`src/thermal_alert_map.vh`:
```
// Register offsets, field positions, reset values and timing figures
// for the thermal alert and status logic. Definitions only.
`ifndef THERMAL_ALERT_MAP_VH
`define THERMAL_ALERT_MAP_VH

// Register offsets
`define REG_CFG1 8'h00
`define REG_CFG2 8'h01
`define REG_STAT1 8'h02
`define REG_STAT2 8'h03
`define REG_LOC_LOW 8'h10
`define REG_LOC_HIGH 8'h11
`define REG_LOC_OT 8'h12
`define REG_REM_LOW 8'h13
`define REG_REM_HIGH 8'h14
`define REG_REM_OT 8'h15
`define REG_OT_BEHAV 8'h3F

// First status register bits
`define S1_ALARM 0
`define S1_FANFLT 1
`define S1_RHIGH 2
`define S1_RLOW 3
`define S1_ROT 4
`define S1_DIODE 5
`define S1_LHIGH 6
`define S1_LLOW 7
`define S1_CLR_MASK 8'hDF
`define S1_ALERT_MASK 8'hDF

// Second status register bits
`define S2_LOT 6
`define S2_EXT 7
`define S2_CLR_MASK 8'hC0

// Interrupt enable bits in the second config register
`define EN_LOCAL 0
`define EN_REMOTE 1
`define EN_FAN 2

// Boost enable bit in the overtemp behaviour register
`define OT_BOOST 7

// Fan operating mode field in the first config register
`define MODE_LSB 0
`define MODE_AUTO 2'h0
`define MODE_FILTERED 2'h1
`define MODE_DUTY 2'h2
`define MODE_RPM 2'h3

// Reset values
`define CFG1_RST 8'h00
`define CFG2_RST 8'h07
`define LOW_RST 8'h00
`define HIGH_RST 8'h46
`define OT_RST 8'h50
`define BOOST_RST 1'h0
`define REV_CODE 4'h1

// Overtemp hysteresis in degrees, one degree per LSB
`define OT_HYST_C 9'h005

// Address pin three-level codes
`define ADDR_LOW 2'h0
`define ADDR_FLOAT 2'h1
`define ADDR_HIGH 2'h2
`define ADDR_SETTLE 2'h2

// External pull-down masking depth after own drive
`define OWN_DRIVE_HIST 3

`endif

```
`src/limit_channel.v`:
```
// One temperature channel compared against low, high and overtemp limits.
// Assumes temperatures and limits are signed 8-bit, 1 degree per LSB,
// and a one-cycle monitoring tick from the conversion logic.
`timescale 1ns/1ps
`include "thermal_alert_map.vh"

module limit_channel #(
  parameter W = 8
) (
  // Clock and reset
  input wire clk_i,
  input wire rst_i,
  // Monitoring cycle and samples
  input wire tick_i,
  input wire [W-1:0] temp_i,
  input wire [W-1:0] low_lim_i,
  input wire [W-1:0] high_lim_i,
  input wire [W-1:0] ot_lim_i,
  // Results
  output reg high_o,
  output reg low_o,
  output reg ot_act_o,
  output reg ot_rise_o
);

  wire signed [W:0] temp_s;
  wire signed [W:0] ot_s;
  wire signed [W:0] ot_rel_s;

  assign temp_s = {temp_i[W-1], temp_i};
  assign ot_s = {ot_lim_i[W-1], ot_lim_i};
  assign ot_rel_s = ot_s - $signed(`OT_HYST_C);

  always @(posedge clk_i or posedge rst_i) begin
    if (rst_i) begin
      high_o <= 1'b0;
      low_o <= 1'b0;
      ot_act_o <= 1'b0;
      ot_rise_o <= 1'b0;
    end else begin
      ot_rise_o <= 1'b0;
      if (tick_i) begin
        // Limits compared as signed, like the temperatures
        high_o <= (temp_s > $signed({high_lim_i[W-1], high_lim_i}));
        low_o <= (temp_s < $signed({low_lim_i[W-1], low_lim_i}));
        if (!ot_act_o && (temp_s > ot_s)) begin
          ot_act_o <= 1'b1;
          ot_rise_o <= 1'b1;
        end else if (ot_act_o && (temp_s < ot_rel_s)) begin
          ot_act_o <= 1'b0;
        end
      end
    end
  end

endmodule // limit_channel

```
`src/thermal_alert_status.v`:
```
// Alarm, alert and status logic of a temperature monitor and fan controller.
// Assumes the serial bus slave gives one-cycle register strobes on clk_i,
// conversion logic gives temperatures and a monitoring tick on clk_i.
`timescale 1ns/1ps
`include "thermal_alert_map.vh"

// What this block does
// Sample address pin once, fix address bits
// Alert low when temperature below low limit
// Alert low when temperature above high limit
// Overtemp pin low above limit, never masked
// Own overtemp drive boosts fan if enabled
// External pull-down sets flag, always boosts fan
// Cleared enable clears and blocks channel interrupts
// Fan alarm and fault flags clear on read
// Alarm flag resets only after leaving alarm speed
// Fan fault flag sets on every failure
// Remote high/low flags clear, reassert each cycle
// Local high/low flags clear, reassert each cycle
// Remote overtemp flag sets, clears on read
// Diode fault at power-up sticks, never clears
// Local overtemp flag sets, clears on read
// External pull-down flag clears on read
// Overtemp drives both alert and overtemp pin
// Read releases alert; pin holds until 5 below
// Overtemp alert rearms 5 degrees below limit
// Four fan operating modes selectable
// Alert response ack releases, reasserts next cycle
// Host reads status registers to clear alert
module thermal_alert_status #(
  parameter W = 8
) (
  // Clock and reset
  input wire clk_i,
  input wire rst_i,
  // Register access from serial bus slave
  input wire [7:0] reg_addr_i,
  input wire reg_wr_i,
  input wire reg_rd_i,
  input wire [7:0] reg_wdata_i,
  output reg [7:0] reg_rdata_o,
  // Alert response address acknowledge
  input wire ara_ack_i,
  // Measurement side
  input wire mon_tick_i,
  input wire [W-1:0] local_temp_i,
  input wire [W-1:0] remote_temp_i,
  input wire diode_fault_i,
  input wire fan_alarm_speed_i,
  input wire tach_fail_i,
  // Address select pin, three-level code
  input wire [1:0] addr_pin_i,
  output reg [1:0] bus_addr_lsb_o,
  // Overtemp open-drain pin
  input wire overtemp_pin_n_i,
  output reg overtemp_pin_n_o,
  output reg overtemp_pin_n_oe_o,
  // Alert and fan control
  output reg alert_n_o,
  output reg fan_full_o,
  output reg [1:0] fan_mode_o
);

  reg [7:0] cfg1_ff;
  reg [7:0] cfg2_ff;
  reg [7:0] stat1_ff;
  reg [7:0] stat2_ff;
  reg [W-1:0] loc_low_ff;
  reg [W-1:0] loc_high_ff;
  reg [W-1:0] loc_ot_ff;
  reg [W-1:0] rem_low_ff;
  reg [W-1:0] rem_high_ff;
  reg [W-1:0] rem_ot_ff;
  reg boost_ff;
  reg alarm_arm_ff;
  reg alert_act_ff;
  reg first_tick_ff;
  reg ot_s1_ff;
  reg ot_s2_ff;
  reg [1:0] addr_s1_ff;
  reg [1:0] addr_s2_ff;
  reg [1:0] addr_cnt_ff;
  reg addr_done_ff;
  reg [`OWN_DRIVE_HIST-1:0] drive_hist_ff;

  reg [7:0] nxt_stat1;
  reg [7:0] nxt_stat2;
  reg [7:0] set1;
  reg [7:0] set2;
  reg [7:0] en1;
  reg [7:0] en2;
  reg nxt_alert_act;
  reg [7:0] rd_mux;

  wire loc_high;
  wire loc_low;
  wire loc_ot;
  wire loc_ot_rise;
  wire rem_high;
  wire rem_low;
  wire rem_ot;
  wire rem_ot_rise;
  wire en_loc;
  wire en_rem;
  wire en_fan;
  wire rd_stat1;
  wire rd_stat2;
  wire own_drive;
  wire ext_low;
  wire alarm_set;
  wire pending;
  wire new_event;

  function wr_hit;
    input [7:0] addr;
    input [7:0] target;
    input strobe;
    begin
      wr_hit = strobe && (addr == target);
    end
  endfunction

  assign en_loc = cfg2_ff[`EN_LOCAL];
  assign en_rem = cfg2_ff[`EN_REMOTE];
  assign en_fan = cfg2_ff[`EN_FAN];
  assign rd_stat1 = wr_hit(reg_addr_i, `REG_STAT1, reg_rd_i);
  assign rd_stat2 = wr_hit(reg_addr_i, `REG_STAT2, reg_rd_i);
  assign own_drive = loc_ot | rem_ot;
  // Own drive is masked while it may still echo through the synchroniser
  assign ext_low = !ot_s2_ff && !(|drive_hist_ff) && !overtemp_pin_n_oe_o;
  assign alarm_set = fan_full_o && alarm_arm_ff;
  assign pending = (|(stat1_ff & `S1_ALERT_MASK)) | (|stat2_ff);
  assign new_event = |((set1 & en1 & `S1_ALERT_MASK) | (set2 & en2));

  limit_channel #(.W(W)) u_local (
    .clk_i(clk_i),
    .rst_i(rst_i),
    .tick_i(mon_tick_i),
    .temp_i(local_temp_i),
    .low_lim_i(loc_low_ff),
    .high_lim_i(loc_high_ff),
    .ot_lim_i(loc_ot_ff),
    .high_o(loc_high),
    .low_o(loc_low),
    .ot_act_o(loc_ot),
    .ot_rise_o(loc_ot_rise)
  );

  limit_channel #(.W(W)) u_remote (
    .clk_i(clk_i),
    .rst_i(rst_i),
    .tick_i(mon_tick_i),
    .temp_i(remote_temp_i),
    .low_lim_i(rem_low_ff),
    .high_lim_i(rem_high_ff),
    .ot_lim_i(rem_ot_ff),
    .high_o(rem_high),
    .low_o(rem_low),
    .ot_act_o(rem_ot),
    .ot_rise_o(rem_ot_rise)
  );

  // Status set, clear and enable masks; set wins over clear
  always @* begin
    set1 = 8'h00;
    set1[`S1_ALARM] = alarm_set;
    set1[`S1_FANFLT] = tach_fail_i;
    set1[`S1_RHIGH] = mon_tick_i && rem_high;
    set1[`S1_RLOW] = mon_tick_i && rem_low;
    set1[`S1_ROT] = rem_ot_rise;
    set1[`S1_DIODE] = first_tick_ff && mon_tick_i && diode_fault_i;
    set1[`S1_LHIGH] = mon_tick_i && loc_high;
    set1[`S1_LLOW] = mon_tick_i && loc_low;
    set2 = 8'h00;
    set2[`S2_LOT] = loc_ot_rise;
    set2[`S2_EXT] = ext_low;
    en1 = {en_loc, en_loc, 1'b1, en_rem, en_rem, en_rem, en_fan, en_fan};
    en2 = {1'b1, en_loc, 6'h00};
    nxt_stat1 = ((stat1_ff & ~(rd_stat1 ? `S1_CLR_MASK : 8'h00)) | set1) & en1;
    nxt_stat2 = ((stat2_ff & ~(rd_stat2 ? `S2_CLR_MASK : 8'h00)) | set2) & en2;
  end

  // Alert latch: new events assert, ack or empty status releases
  always @* begin
    if (new_event) begin
      nxt_alert_act = 1'b1;
    end else if (ara_ack_i) begin
      nxt_alert_act = 1'b0;
    end else if (mon_tick_i && pending) begin
      nxt_alert_act = 1'b1;
    end else if (!pending) begin
      nxt_alert_act = 1'b0;
    end else begin
      nxt_alert_act = alert_act_ff;
    end
  end

  // Read data
  always @* begin
    case (reg_addr_i)
      `REG_CFG1: rd_mux = cfg1_ff;
      `REG_CFG2: rd_mux = cfg2_ff;
      `REG_STAT1: rd_mux = stat1_ff;
      `REG_STAT2: rd_mux = stat2_ff;
      `REG_LOC_LOW: rd_mux = loc_low_ff;
      `REG_LOC_HIGH: rd_mux = loc_high_ff;
      `REG_LOC_OT: rd_mux = loc_ot_ff;
      `REG_REM_LOW: rd_mux = rem_low_ff;
      `REG_REM_HIGH: rd_mux = rem_high_ff;
      `REG_REM_OT: rd_mux = rem_ot_ff;
      `REG_OT_BEHAV: rd_mux = {boost_ff, 3'h0, `REV_CODE};
      default: rd_mux = 8'h00;
    endcase
  end

  // Writable registers
  always @(posedge clk_i or posedge rst_i) begin
    if (rst_i) begin
      cfg1_ff <= `CFG1_RST;
      cfg2_ff <= `CFG2_RST;
      loc_low_ff <= `LOW_RST;
      loc_high_ff <= `HIGH_RST;
      loc_ot_ff <= `OT_RST;
      rem_low_ff <= `LOW_RST;
      rem_high_ff <= `HIGH_RST;
      rem_ot_ff <= `OT_RST;
      boost_ff <= `BOOST_RST;
      fan_mode_o <= `MODE_AUTO;
      reg_rdata_o <= 8'h00;
    end else begin
      if (wr_hit(reg_addr_i, `REG_CFG1, reg_wr_i)) begin
        cfg1_ff <= reg_wdata_i;
      end
      if (wr_hit(reg_addr_i, `REG_CFG2, reg_wr_i)) begin
        cfg2_ff <= reg_wdata_i;
      end
      if (wr_hit(reg_addr_i, `REG_LOC_LOW, reg_wr_i)) begin
        loc_low_ff <= reg_wdata_i[W-1:0];
      end
      if (wr_hit(reg_addr_i, `REG_LOC_HIGH, reg_wr_i)) begin
        loc_high_ff <= reg_wdata_i[W-1:0];
      end
      if (wr_hit(reg_addr_i, `REG_LOC_OT, reg_wr_i)) begin
        loc_ot_ff <= reg_wdata_i[W-1:0];
      end
      if (wr_hit(reg_addr_i, `REG_REM_LOW, reg_wr_i)) begin
        rem_low_ff <= reg_wdata_i[W-1:0];
      end
      if (wr_hit(reg_addr_i, `REG_REM_HIGH, reg_wr_i)) begin
        rem_high_ff <= reg_wdata_i[W-1:0];
      end
      if (wr_hit(reg_addr_i, `REG_REM_OT, reg_wr_i)) begin
        rem_ot_ff <= reg_wdata_i[W-1:0];
      end
      if (wr_hit(reg_addr_i, `REG_OT_BEHAV, reg_wr_i)) begin
        boost_ff <= reg_wdata_i[`OT_BOOST];
      end
      fan_mode_o <= cfg1_ff[`MODE_LSB+1:`MODE_LSB];
      if (reg_rd_i) begin
        reg_rdata_o <= rd_mux;
      end
    end
  end

  // Status, alert, pin and fan state
  always @(posedge clk_i or posedge rst_i) begin
    if (rst_i) begin
      stat1_ff <= 8'h00;
      stat2_ff <= 8'h00;
      alarm_arm_ff <= 1'b1;
      alert_act_ff <= 1'b0;
      alert_n_o <= 1'b1;
      first_tick_ff <= 1'b1;
      ot_s1_ff <= 1'b1;
      ot_s2_ff <= 1'b1;
      drive_hist_ff <= {`OWN_DRIVE_HIST{1'b0}};
      overtemp_pin_n_o <= 1'b0;
      overtemp_pin_n_oe_o <= 1'b0;
      fan_full_o <= 1'b0;
    end else begin
      stat1_ff <= nxt_stat1;
      stat2_ff <= nxt_stat2;
      if (alarm_set) begin
        alarm_arm_ff <= 1'b0;
      end else if (!fan_full_o) begin
        alarm_arm_ff <= 1'b1;
      end
      if (mon_tick_i) begin
        first_tick_ff <= 1'b0;
      end
      alert_act_ff <= nxt_alert_act;
      alert_n_o <= !nxt_alert_act;
      ot_s1_ff <= overtemp_pin_n_i;
      ot_s2_ff <= ot_s1_ff;
      drive_hist_ff <= {drive_hist_ff[`OWN_DRIVE_HIST-2:0], overtemp_pin_n_oe_o};
      overtemp_pin_n_o <= 1'b0;
      overtemp_pin_n_oe_o <= own_drive;
      fan_full_o <= (overtemp_pin_n_oe_o && boost_ff) || ext_low;
    end
  end

  // Address pin captured once after reset release
  always @(posedge clk_i or posedge rst_i) begin
    if (rst_i) begin
      addr_s1_ff <= `ADDR_FLOAT;
      addr_s2_ff <= `ADDR_FLOAT;
      addr_cnt_ff <= 2'h0;
      addr_done_ff <= 1'b0;
      bus_addr_lsb_o <= `ADDR_FLOAT;
    end else begin
      addr_s1_ff <= addr_pin_i;
      addr_s2_ff <= addr_s1_ff;
      if (!addr_done_ff) begin
        if (addr_cnt_ff == `ADDR_SETTLE) begin
          addr_done_ff <= 1'b1;
          bus_addr_lsb_o <= (addr_s2_ff == `ADDR_HIGH) ? `ADDR_HIGH :
                            (addr_s2_ff == `ADDR_LOW) ? `ADDR_LOW : `ADDR_FLOAT;
        end else begin
          addr_cnt_ff <= addr_cnt_ff + 2'h1;
        end
      end
    end
  end

endmodule // thermal_alert_status

```
`config.mk`:
```
export PLATFORM = sky130hd
export DESIGN_NAME = thermal_alert_status
export DESIGN_NICKNAME = d
export VERILOG_FILES = /design/src/limit_channel.v /design/src/thermal_alert_status.v
export VERILOG_INCLUDE_DIRS = /design/src
export SDC_FILE = /design/constraint.sdc
export NUM_CORES = 1
export LEC_CHECK = 0
export ABC_CLOCK_PERIOD_IN_PS = 3260
export BUFFER_PORTS_ARGS = -buffer_cell sky130_fd_sc_hd__buf_2
export CELL_PAD_IN_SITES_DETAIL_PLACEMENT = 2
export CELL_PAD_IN_SITES_GLOBAL_PLACEMENT = 2
export CORE_AREA = 4 4 121 169
export DETAILED_ROUTE_END_ITERATION = 12
export DIE_AREA = 0 0 125 173
export HOLD_SLACK_MARGIN = 0.15
export PLACE_DENSITY = 0.79
export SLEW_MARGIN = 20
export SYNTH_ARGS = -nofsm -noshare
export SYNTH_HDL_FRONTEND = slang
export SYNTH_SLANG_ARGS = --single-unit
```
`constraint.sdc`:
```
create_clock -name clk_i -period 3.26 [get_ports clk_i]
set_input_delay 0.163 -clock clk_i [delete_from_list [all_inputs] [get_ports clk_i]]
set_output_delay 0.163 -clock clk_i [all_outputs]
set_load 0.005 [all_outputs]
```
==> results of run 1 <==
per-layer routing:
metal,up-vias,wire length [um],global-route usage
met5,-,0,0
met2,142,12800,0.412
met4,0,1220,0.110
li1,2394,-,-
met3,79,785,0.0426
met1,2795,8710,0.229
final cells by class:
type	instances	share of cell area
Multi-Input combinational cell	423	0.437
Tap cell	248	0.0389
Sequential cell	113	0.358
Clock buffer	17	0.0533
Timing Repair Buffer	78	0.0621
Inverter	64	0.0304
Clock inverter	15	0.0201
Antenna cell	1	0.000314
stage by stage:
step	hold slack [ps]	cell area [um^2]	total power, mW	utilization
floorplan	167	6670	1.95	-
global placement	268	7230	2.15	0.379
detailed placement	272	7230	2.21	0.379
CTS	228	7980	4.16	0.418
global route	234	7980	4.31	0.418
finish	243	7980	4.13	0.418
power by group through the flow:
stage | Sequential [mW] | Clock [mW] | Combinational [mW]
after floorplan | 1.59 | 0 | 0.356
after global placement | 1.62 | 0 | 0.533
after detailed placement | 1.63 | 0 | 0.583
after CTS | 1.61 | 1.92 | 0.619
after global routing | 1.63 | 2.00 | 0.681
final | 1.61 | 1.90 | 0.613
cell families (layout without fill, tap and decap cells):
logic type,Yosys count,count (layout)
simple gates,141,141
compound gates,124,124
flops,113,113
buf+inv,84,174
mux,78,78
fa+ha+maj,67,67
xor+xnor,12,12
other cells,1,2
sequential cells by signal (all words and copies together) (netlist names), 2 cells and up:
register and flops:
addr_cnt_ff 2, addr_s1_ff 2, addr_s2_ff 2, bus_addr_lsb_o 2, cfg1_ff 8, cfg2_ff 8, drive_hist_ff 3, fan_mode_o 2
loc_high_ff 8, loc_low_ff 8, loc_ot_ff 8, reg_rdata_o 8, rem_high_ff 8, rem_low_ff 8, rem_ot_ff 8, stat1_ff 8
stat2_ff 2
layout by cell type, fill, tap and decap left out, types with 3 or more instances in the layout:
master | synthesis | final
dfrtp_1 | 92 | 92
dfstp_2 | 21 | 21
xnor2_1 | 10 | 10
nand2b_1 | 7 | 7
o21ai_0 | 42 | 42
nor4_1 | 6 | 6
mux2_2 | 60 | 60
nor2b_1 | 13 | 13
a21oi_1 | 23 | 23
nand4_1 | 10 | 10
nand4b_1 | 4 | 4
nor2_1 | 23 | 23
inv_1 | 64 | 63
ha_1 | 67 | 67
a311oi_1 | 4 | 4
dlygate4sd3_1 | 0 | 16
o2bb2ai_1 | 3 | 3
o21a_1 | 4 | 4
nand3_1 | 10 | 10
buf_4 | 2 | 4
buf_2 | 7 | 57
a22oi_1 | 11 | 11
a21o_1 | 9 | 9
a211oi_1 | 3 | 3
nor3_1 | 10 | 10
clkbuf_16 | 0 | 17
o211ai_1 | 3 | 3
mux4_2 | 8 | 8
nand2_1 | 39 | 39
inv_6 | 0 | 8
inv_8 | 0 | 4
mux2i_1 | 10 | 10
final timing paths:
path,slack [ps],to,from
setup / recovery,670,u_local.ot_act_o,loc_ot_ff[0]
hold / removal,240,reg_rdata_o[6],reg_addr_i[3]
setup reg to reg,670,u_local.ot_act_o,loc_ot_ff[0]
hold reg to reg,360,addr_s2_ff[0],addr_s1_ff[0]
max in group asynchronous,2000,loc_high_ff[2],rst_i
min in group asynchronous,390,fan_full_o,rst_i
worst max-delay path, stage by stage (launching register included):
cell      delay, ps
dfrtp_1         430
inv_1            90
ha_1            250
o21ai_0         320
nor2_1           80
nor2_1          110
ha_1            270
and4_1          250
a221o_1         370
a31oi_1         200
o21bai_1        100
==> summary.txt, run 1 <==
Global routing
  • Initial antenna violation count: 0
  • Vias in the first global route: 6289
  • First-pass GRT wire length: 36.9 mm
  • Largest net degree at the start of global routing: 69
  • Gr ovfl total: 0
  • Tot GR Track Use: 0.219

Synthesis
  • Synth Area in Simple Gates: 0.118
  • Synth area leader: dfrtp_1
  • Main combinational cell family by area after synthesis: multiplexers
  • Distinct cells, synth: 59
  • Top cell type's share of synthesized area: 0.345
  • Post-synth net total: 731
  • Most common cell in the netlist: dfrtp_1
  • Synth Area in Adders: 0.126
  • Top post-synthesis cells by area: dfrtp_1 34%, ha_1 13%, mux2_2 10%
  • Mapped cell area: 6670 um^2
  • Top cells by count, synth: 92 x dfrtp_1, 67 x ha_1, 64 x inv_1, 60 x mux2_2, 42 x o21ai_0
  • Synth Register Bits: 113
  • Mux cell area share after synthesis: 0.143
  • Ys flop type: dfrtp_1
  • Mapped Avg Cell Area: 10.8 um^2
  • Post-synthesis compound-gate area fraction: 0.119
  • Post-synth EDFFs: 0
  • Asr flop ratio synth: 1.00
  • Sequential area share after synthesis: 0.428
  • Synth warnings: 0
  • Syn Inst Count: 620
  • XOR/XNOR Fraction of Synth Area: 0.0157

Clock network
  • Max Buffers Root-to-Sink: 2
  • Worst-Skew Late Latency: 420 ps
  • Htree depth: 4
  • Clock-pin transition on the worst setup and hold timing paths: 60 ps
  • Cts repair resizes: 0
  • CTS Root Cell: clkbuf_16
  • Hold Buf Count CTS: 16
  • Clk sinks: 113
  • CTS tree: built
  • CTS Buf Count: 17
  • Post-CTS setup buffers: 0

Cells and area
  • Area Overhead vs Synth: 19.6%
  • Multi-input gate area: 3490 um^2
  • Layout cells sized above 1: 0.272
  • Non-Filler Instances: 959
  • Number of fill cells: 2016
  • Nets@finish: 808
  • Register area: 2850 um^2

Place
  • Pre-CTS WS: 711 ps
  • I/O Buffers: 57
  • HPWL Detailed: 16.4 mm
  • Placed cell count: 910
  • GP Congestion: 0.850

Critical path
  • Req. time, crit path: 3540 ps
  • Reg2Reg Depth: 10
  • Startpoint types: flop
  • Critical Path End Type: flop
  • Top fanout value on the critical path: 5
  • CP Data Arrival Time: 2870 ps
  • CP Class: flop to flop

Timing
  • Final hold vios: 0
  • Worst-margin pin slew: 807 ps
  • Total negative setup slack: 0 ps
  • Slew Viols, Final: 0
  • Clock Skew: 12.8 ps
  • Part of the cycle the worst path needs: 0.794
  • Final WS setup: 671 ps
  • Clock period minus final worst setup slack: 2590 ps
  • RSZ-0062 raised after global routing: false
  • Final setup viols: 0
  • Fmax: 386 MHz
  • Slew HR: 0.462

Route
  • WL final: 23.5 mm
  • DRC marker count from the first detailed-route iteration: 242
  • Via density: 5.64
  • DR pass1 iterations: 5
  • Wire length per cell: 24.5 um
  • DRC Markers: 0
  • Total number of vias: 5410
  • Routed Antenna Nets: 0

Worst hold path
  • Worst Hold Depth: 4
  • Hold Crit Class: primary input to flop

Power and ir drop
  • Largest vdd supply drop: 0.000345 V
  • Sequential power share: 0.391
  • Internal power: 2.86 mW
  • Cell Pwr Density: 517 nW/um^2
  • Leak: 3.65 nW
  • Combinational share of power: 0.149
  • Switching Fraction: 0.308
  • Power share of the clock group: 0.461
  • Psw: 1.27 mW

Floorplan
  • Initial Util: 0.350
  • Die Height: 173 um
  • Site Rows: 60
  • Core box area: 19100 um^2
  • Die area: 21600 um^2
  • IO Pins: 60
  • Die span in x: 125 um

Run status
  • Outcome: completed

Run
  • Max Cap Viol: 0
(Power assumes the default switching activity.)
==> run 2: changes to the inputs <==
- ABC_CLOCK_PERIOD_IN_PS: 3260 -> 2650
- CORE_AREA: 4 4 121 169 -> 4 4 115 160
- DIE_AREA: 0 0 125 173 -> 0 0 119 164
- PLACE_DENSITY: 0.79 -> 0.84
- clock period: 3.26 -> 2.65 ns (I/O delays scaled with it)
==> summary.txt, run 2 (same netlist as run 1, synthesis figures left out) <==
Place
  • HPWL Detailed: 17.2 mm
  • Post-Place Cell Area: 7240 um^2
  • I/O Buffers: 57
  • GP Congestion: 0.893

Cells and area
  • Number of fill cells: 1732
  • Register area: 2850 um^2
  • Ant. Diodes: 0
  • Layout cells sized above 1: 0.278
  • Area Overhead vs Synth: 19.4%
  • Leading cell type in the layout, fill and taps excluded: dfrtp_1
  • Nets@finish: 810
  • Most frequent cells in the layout: 92 x dfrtp_1, 67 x ha_1, 63 x inv_1
  • Final instance area: 7970 um^2
  • Multi-input gate area: 3490 um^2

Global routing
  • Largest net degree at the start of global routing: 56
  • Tot GR Track Use: 0.273
  • Vias in the first global route: 6500
  • Gr ovfl total: 0
  • Initial antenna violation count: 0
  • First-pass GRT wire length: 40.1 mm

Clock network
  • CTS Root Cell: clkbuf_16
  • Clk sinks: 113
  • Htree depth: 4
  • CTS tree: built
  • Worst-Skew Late Latency: 430 ps
  • Clock-pin transition on the worst setup and hold timing paths: 60 ps
  • Post-CTS setup buffers: 0
  • CTS Buf Count: 17
  • Max Buffers Root-to-Sink: 2

Worst hold path
  • Hold Crit Class: primary input to flop
  • Hold Crit Start: reg_addr_i[3]

Critical path
  • CP Capture Point: u_local.ot_act_o
  • Critical path startpoint: loc_ot_ff[0]
  • CP Class: flop to flop
  • Reg-to-Reg End: u_local.ot_act_o
  • Startpoint types: flop
  • Req. time, crit path: 2950 ps
  • Top fanout value on the critical path: 5
  • CP Data Arrival Time: 2810 ps
  • Critical Path End Type: flop
  • Reg2Reg Depth: 10
  • FF-to-FF setup slack: 140 ps
  • Crit Reg-Reg Startpoint: loc_ot_ff[0]

Route
  • DRC Markers: 0
  • Via density: 5.94
  • Total number of vias: 5607
  • WL final: 25.7 mm
  • DR pass1 iterations: 4
  • DRC marker count from the first detailed-route iteration: 317
  • Routed Antenna Nets: 0
  • Wire length per cell: 27.3 um

Power and ir drop
  • Cell Pwr Density: 646 nW/um^2
  • Leak: 3.66 nW
  • Largest vdd supply drop: 0.000444 V

Run
  • Max Cap Viol: 0

Timing
  • Clock period minus final worst setup slack: 2510 ps
  • RSZ-0062 raised after global routing: false
  • Part of the cycle the worst path needs: 0.949
  • Hold WS: 173 ps
  • Final hold vios: 0
  • Final setup viols: 0
  • Fmax: 398 MHz
  • Total negative setup slack: 0 ps
  • Worst-margin pin slew: 727 ps
  • Slew Viols, Final: 0
  • Clock Skew: 12.2 ps
  • Slew HR: 0.516

Floorplan
  • Site Rows: 56
  • Die area: 19500 um^2
  • Die span in x: 119 um
  • Core box area: 16900 um^2
  • Die Height: 164 um
  • Initial Util: 0.395
  • IO Pins: 60

Run status
  • Outcome: completed
run 2: layout make-up:
cell class              count  area share
clock buffers              17      0.0534
clock inverters            15      0.0202
inverters                  64      0.0306
multi-input cells         423       0.438
flip-flops and latches    113       0.358
well taps                 232      0.0364
repair buffers             80      0.0634
run 2: through the flow:
step | worst slack, ps | util | total power, mW | instances
floorplan | 516 | - | 2.40 | 620
global placement | 287 | 0.429 | 2.66 | 898
detailed placement | 173 | 0.429 | 2.74 | 898
CTS | 154 | 0.472 | 5.18 | 944
global route | 16.6 | 0.472 | 5.36 | 944
finish | 135 | 0.472 | 5.15 | 944
run 2: worst min-delay path by stage:
stage / endpoint / slack [ps] / cells after the start
after floorplan: addr_s1_ff[0] / 140 / 0
after global placement: addr_s2_ff[1] / 110 / 2
after detailed placement: addr_s1_ff[1] / 130 / 2
after CTS: alert_n_o / 160 / 3
after global routing: alert_n_o / 190 / 3
final: reg_rdata_o[6] / 170 / 4
run 2: power breakdown:
group / switching, mW / total (mW) / internal [mW] / leakage (nW)
Combinational: 0.476 / 0.786 / 0.310 / 1.96
Sequential: 0.116 / 1.99 / 1.87 / 1.41
Clock: 1.04 / 2.38 / 1.34 / 0.281
run 2: what timing repair did:
| item | in CTS | in global routing |
|---|---|---|
| hold buffers | 14 | 0 |
| gates resized for setup | 0 | 1 |
| endpoints found under the hold margin | 35 | 0 |
| setup endpoints to repair | 0 | 1 |
run 2: critical path: stages (launching register included):
cell and delay (ps):
dfrtp_1 430, inv_1 100, ha_1 250, o21ai_0 340, nor2_1 90, nor2_1 100
ha_1 250, and4_1 230, a221o_1 350, a31oi_1 170, o21bai_1 110
run 2: metal layers:
| layer | routed length, um | global-route usage | vias to the layer above |
|---|---|---|---|
| li1 | - | - | 2395 |
| met1 | 9580 | 0.292 | 2955 |
| met2 | 14000 | 0.516 | 189 |
| met3 | 891 | 0.0382 | 68 |
| met4 | 1300 | 0.145 | 0 |
| met5 | 0 | 0 | - |
==> run 3: changes to the inputs <==
- ABC_AREA: not set -> 1
- CORE_AREA: 4 4 115 160 -> 4 4 122 170
- DIE_AREA: 0 0 119 164 -> 0 0 126 174
==> summary.txt, run 3 <==
Run
  • Max Cap Viol: 0

Timing
  • Part of the cycle the worst path needs: 0.925
  • Hold WS: 164 ps
  • Fmax: 408 MHz
  • Total negative setup slack: 0 ps
  • Clock Skew: 12.3 ps
  • Clock period minus final worst setup slack: 2450 ps
  • RSZ-0062 raised after global routing: false
  • Final setup viols: 0
  • Slew Viols, Final: 0
  • Slew HR: 0.449
  • Final hold vios: 0
  • Worst-margin pin slew: 824 ps

Global routing
  • Tot GR Track Use: 0.253
  • Initial antenna violation count: 0
  • Vias in the first global route: 7464
  • First-pass GRT wire length: 42.6 mm
  • Largest net degree at the start of global routing: 48
  • Gr ovfl total: 0

Synthesis
  • Post-synth net total: 991
  • Top post-synthesis cells by area: dfrtp_1 34%, nand2_1 13%, ha_1 12%
  • Mapped cell area: 6830 um^2
  • Mapped Avg Cell Area: 7.76 um^2
  • Most common cell in the netlist: nand2_1
  • Sequential area share after synthesis: 0.418
  • Ys flop type: dfrtp_1
  • Top cell type's share of synthesized area: 0.337
  • Synth Register Bits: 113
  • Post-synth EDFFs: 0
  • Synth area leader: dfrtp_1
  • Distinct cells, synth: 36
  • Asr flop ratio synth: 1.00
  • Synth warnings: 0
  • Syn Inst Count: 880
  • Top cells by count, synth: 242 x nand2_1, 119 x inv_1, 92 x dfrtp_1, 75 x o21ai_0, 73 x nor2_1

Cells and area
  • Number of fill cells: 2251
  • Ant. Diodes: 0
  • Area Overhead vs Synth: 18.5%
  • Fin util: 0.421
  • Final instance area: 8090 um^2
  • Leading cell type in the layout, fill and taps excluded: nand2_1
  • Nets@finish: 1066
  • Register area: 2850 um^2
  • Non-Filler Instances: 1216
  • Layout cells sized above 1: 0.143
  • Multi-input gate area: 3410 um^2
  • Most frequent cells in the layout: 242 x nand2_1, 118 x inv_1, 92 x dfrtp_1

Critical path
  • CP Data Arrival Time: 2760 ps
  • Critical Path Most Common Cell: nand2_1
  • Req. time, crit path: 2960 ps
  • CP max stage delay: 440 ps
  • Slowest CP cell: dfrtp_1
  • Startpoint types: flop
  • Critical Path End Type: flop
  • Critical-path cell list: inv_1 -> ha_1 -> o21ai_2 -> nor3_2 -> a21oi_1 -> ha_1 -> nand2_1 -> inv_1 -> a21oi_1 -> nand3_1 -> nand2_1 -> nand3_1 -> nand2_1 -> nand2_1
  • CP Class: flop to flop
  • Top fanout value on the critical path: 5

Route
  • DRC Markers: 0
  • Routed Antenna Nets: 0
  • Wire length per cell: 22.2 um
  • DR pass1 iterations: 4
  • Via density: 5.33
  • DRC marker count from the first detailed-route iteration: 292
  • WL final: 27.0 mm
  • Total number of vias: 6477

Power and ir drop
  • Largest vdd supply drop: 0.000418 V
  • Leak: 3.97 nW
  • Cell Pwr Density: 624 nW/um^2

Clock network
  • CTS tree: built
  • Clk sinks: 113
  • CTS Root Cell: clkbuf_16
  • CTS Buf Count: 17
  • Max Buffers Root-to-Sink: 2
  • Htree depth: 4
  • Worst-Skew Late Latency: 430 ps
  • Post-CTS setup buffers: 0
  • Clock-pin transition on the worst setup and hold timing paths: 60 ps

Place
  • Placed cell count: 1174
  • GP Congestion: 0.830
  • Post-Place Cell Area: 7390 um^2
  • I/O Buffers: 57
  • HPWL Detailed: 18.5 mm

Floorplan
  • Core box area: 19200 um^2
  • Die span in x: 126 um
  • Initial Util: 0.355
  • Die area: 21900 um^2
  • Site Rows: 60
  • Die Height: 174 um
  • IO Pins: 60

Run status
  • Outcome: completed

Worst hold path
  • Hold Crit Class: primary input to flop
==> run 3: cell types whose count changed in the layout (fill, tap and decap cells not counted), moves of 13 or more <==
cell / change
inv_1: +55
mux2_2: -60
nand2_1: +203
nand3_1: +62
nor2_1: +51
nor2b_1: -13
o21ai_0: +32
==> run 3: power by group <==
part	internal (mW)	switching, mW	total, mW
clock	1.39	0.926	2.32
sequential	1.88	0.109	1.99
combinational	0.263	0.479	0.743
==> run 3: worst paths after layout <==
path	start	end	slack, ps	cells after the start
setup reg to reg	rem_ot_ff[0]	u_remote.ot_act_o	200	14
hold / removal	reg_wdata_i[5]	rem_ot_ff[5]	160	3
setup / recovery	rem_ot_ff[0]	u_remote.ot_act_o	200	14
max in group asynchronous	rst_i	rem_high_ff[2]	1440	4
hold reg to reg	ot_s1_ff	ot_s2_ff	360	0
min in group asynchronous	rst_i	boost_ff	420	3
==> run 3: cell families (layout without fill, tap and decap cells) <==
kind of cell | count (synthesis) | in the layout | synth area share
simple gates | 421 | 421 | 0.261
buf+inv | 140 | 228 | 0.0841
compound gates | 125 | 125 | 0.0964
flops | 113 | 113 | 0.418
fa+ha+maj | 67 | 67 | 0.123
xor+xnor | 13 | 13 | 0.0167
other cells | 1 | 1 | 0.000549
==> run 3: critical path: cells and delay by family, from the launching register on <==
family / cells / cell delay (ps)
compound gates: 3 / 450
simple gates: 7 / 760
flops: 1 / 440
buf+inv: 2 / 160
fa+ha+maj: 2 / 530
==> run 3: area by class of cell <==
type | count | share of cell area
multi-input combinational | 627 | 0.421
sequential | 113 | 0.353
timing repair buffer | 75 | 0.0582
inverter | 121 | 0.0566
clock buffer | 18 | 0.0531
tap | 248 | 0.0384
clock inverter | 14 | 0.0195
==> run 3: what timing repair did <==
item / in CTS / in global routing
endpoints found under the setup margin: 0 / 1
hold buffers: 10 / 0
hold endpoints to repair: 42 / 0
gates resized for setup: 0 / 3
==> run 3: through the flow <==
step | setup slack (ps) | power [mW]
6_report | 199 | 5.05
5_1_grt | 17.7 | 5.28
4_1_cts | 29.8 | 5.07
3_5_place_dp | 59.3 | 2.72
3_3_place_gp | 309 | 2.66
2_1_floorplan | 570 | 2.41
==> run 3: routing by layer <==
layer	part of all wire	GRT usage	up-vias	routed length, um
met4	0.058	0.148	0	1560
met3	0.039	0.0369	74	1040
met2	0.53	0.463	162	14400
li1	-	-	2984	-
met5	0	0	-	0
met1	0.37	0.273	3257	10000
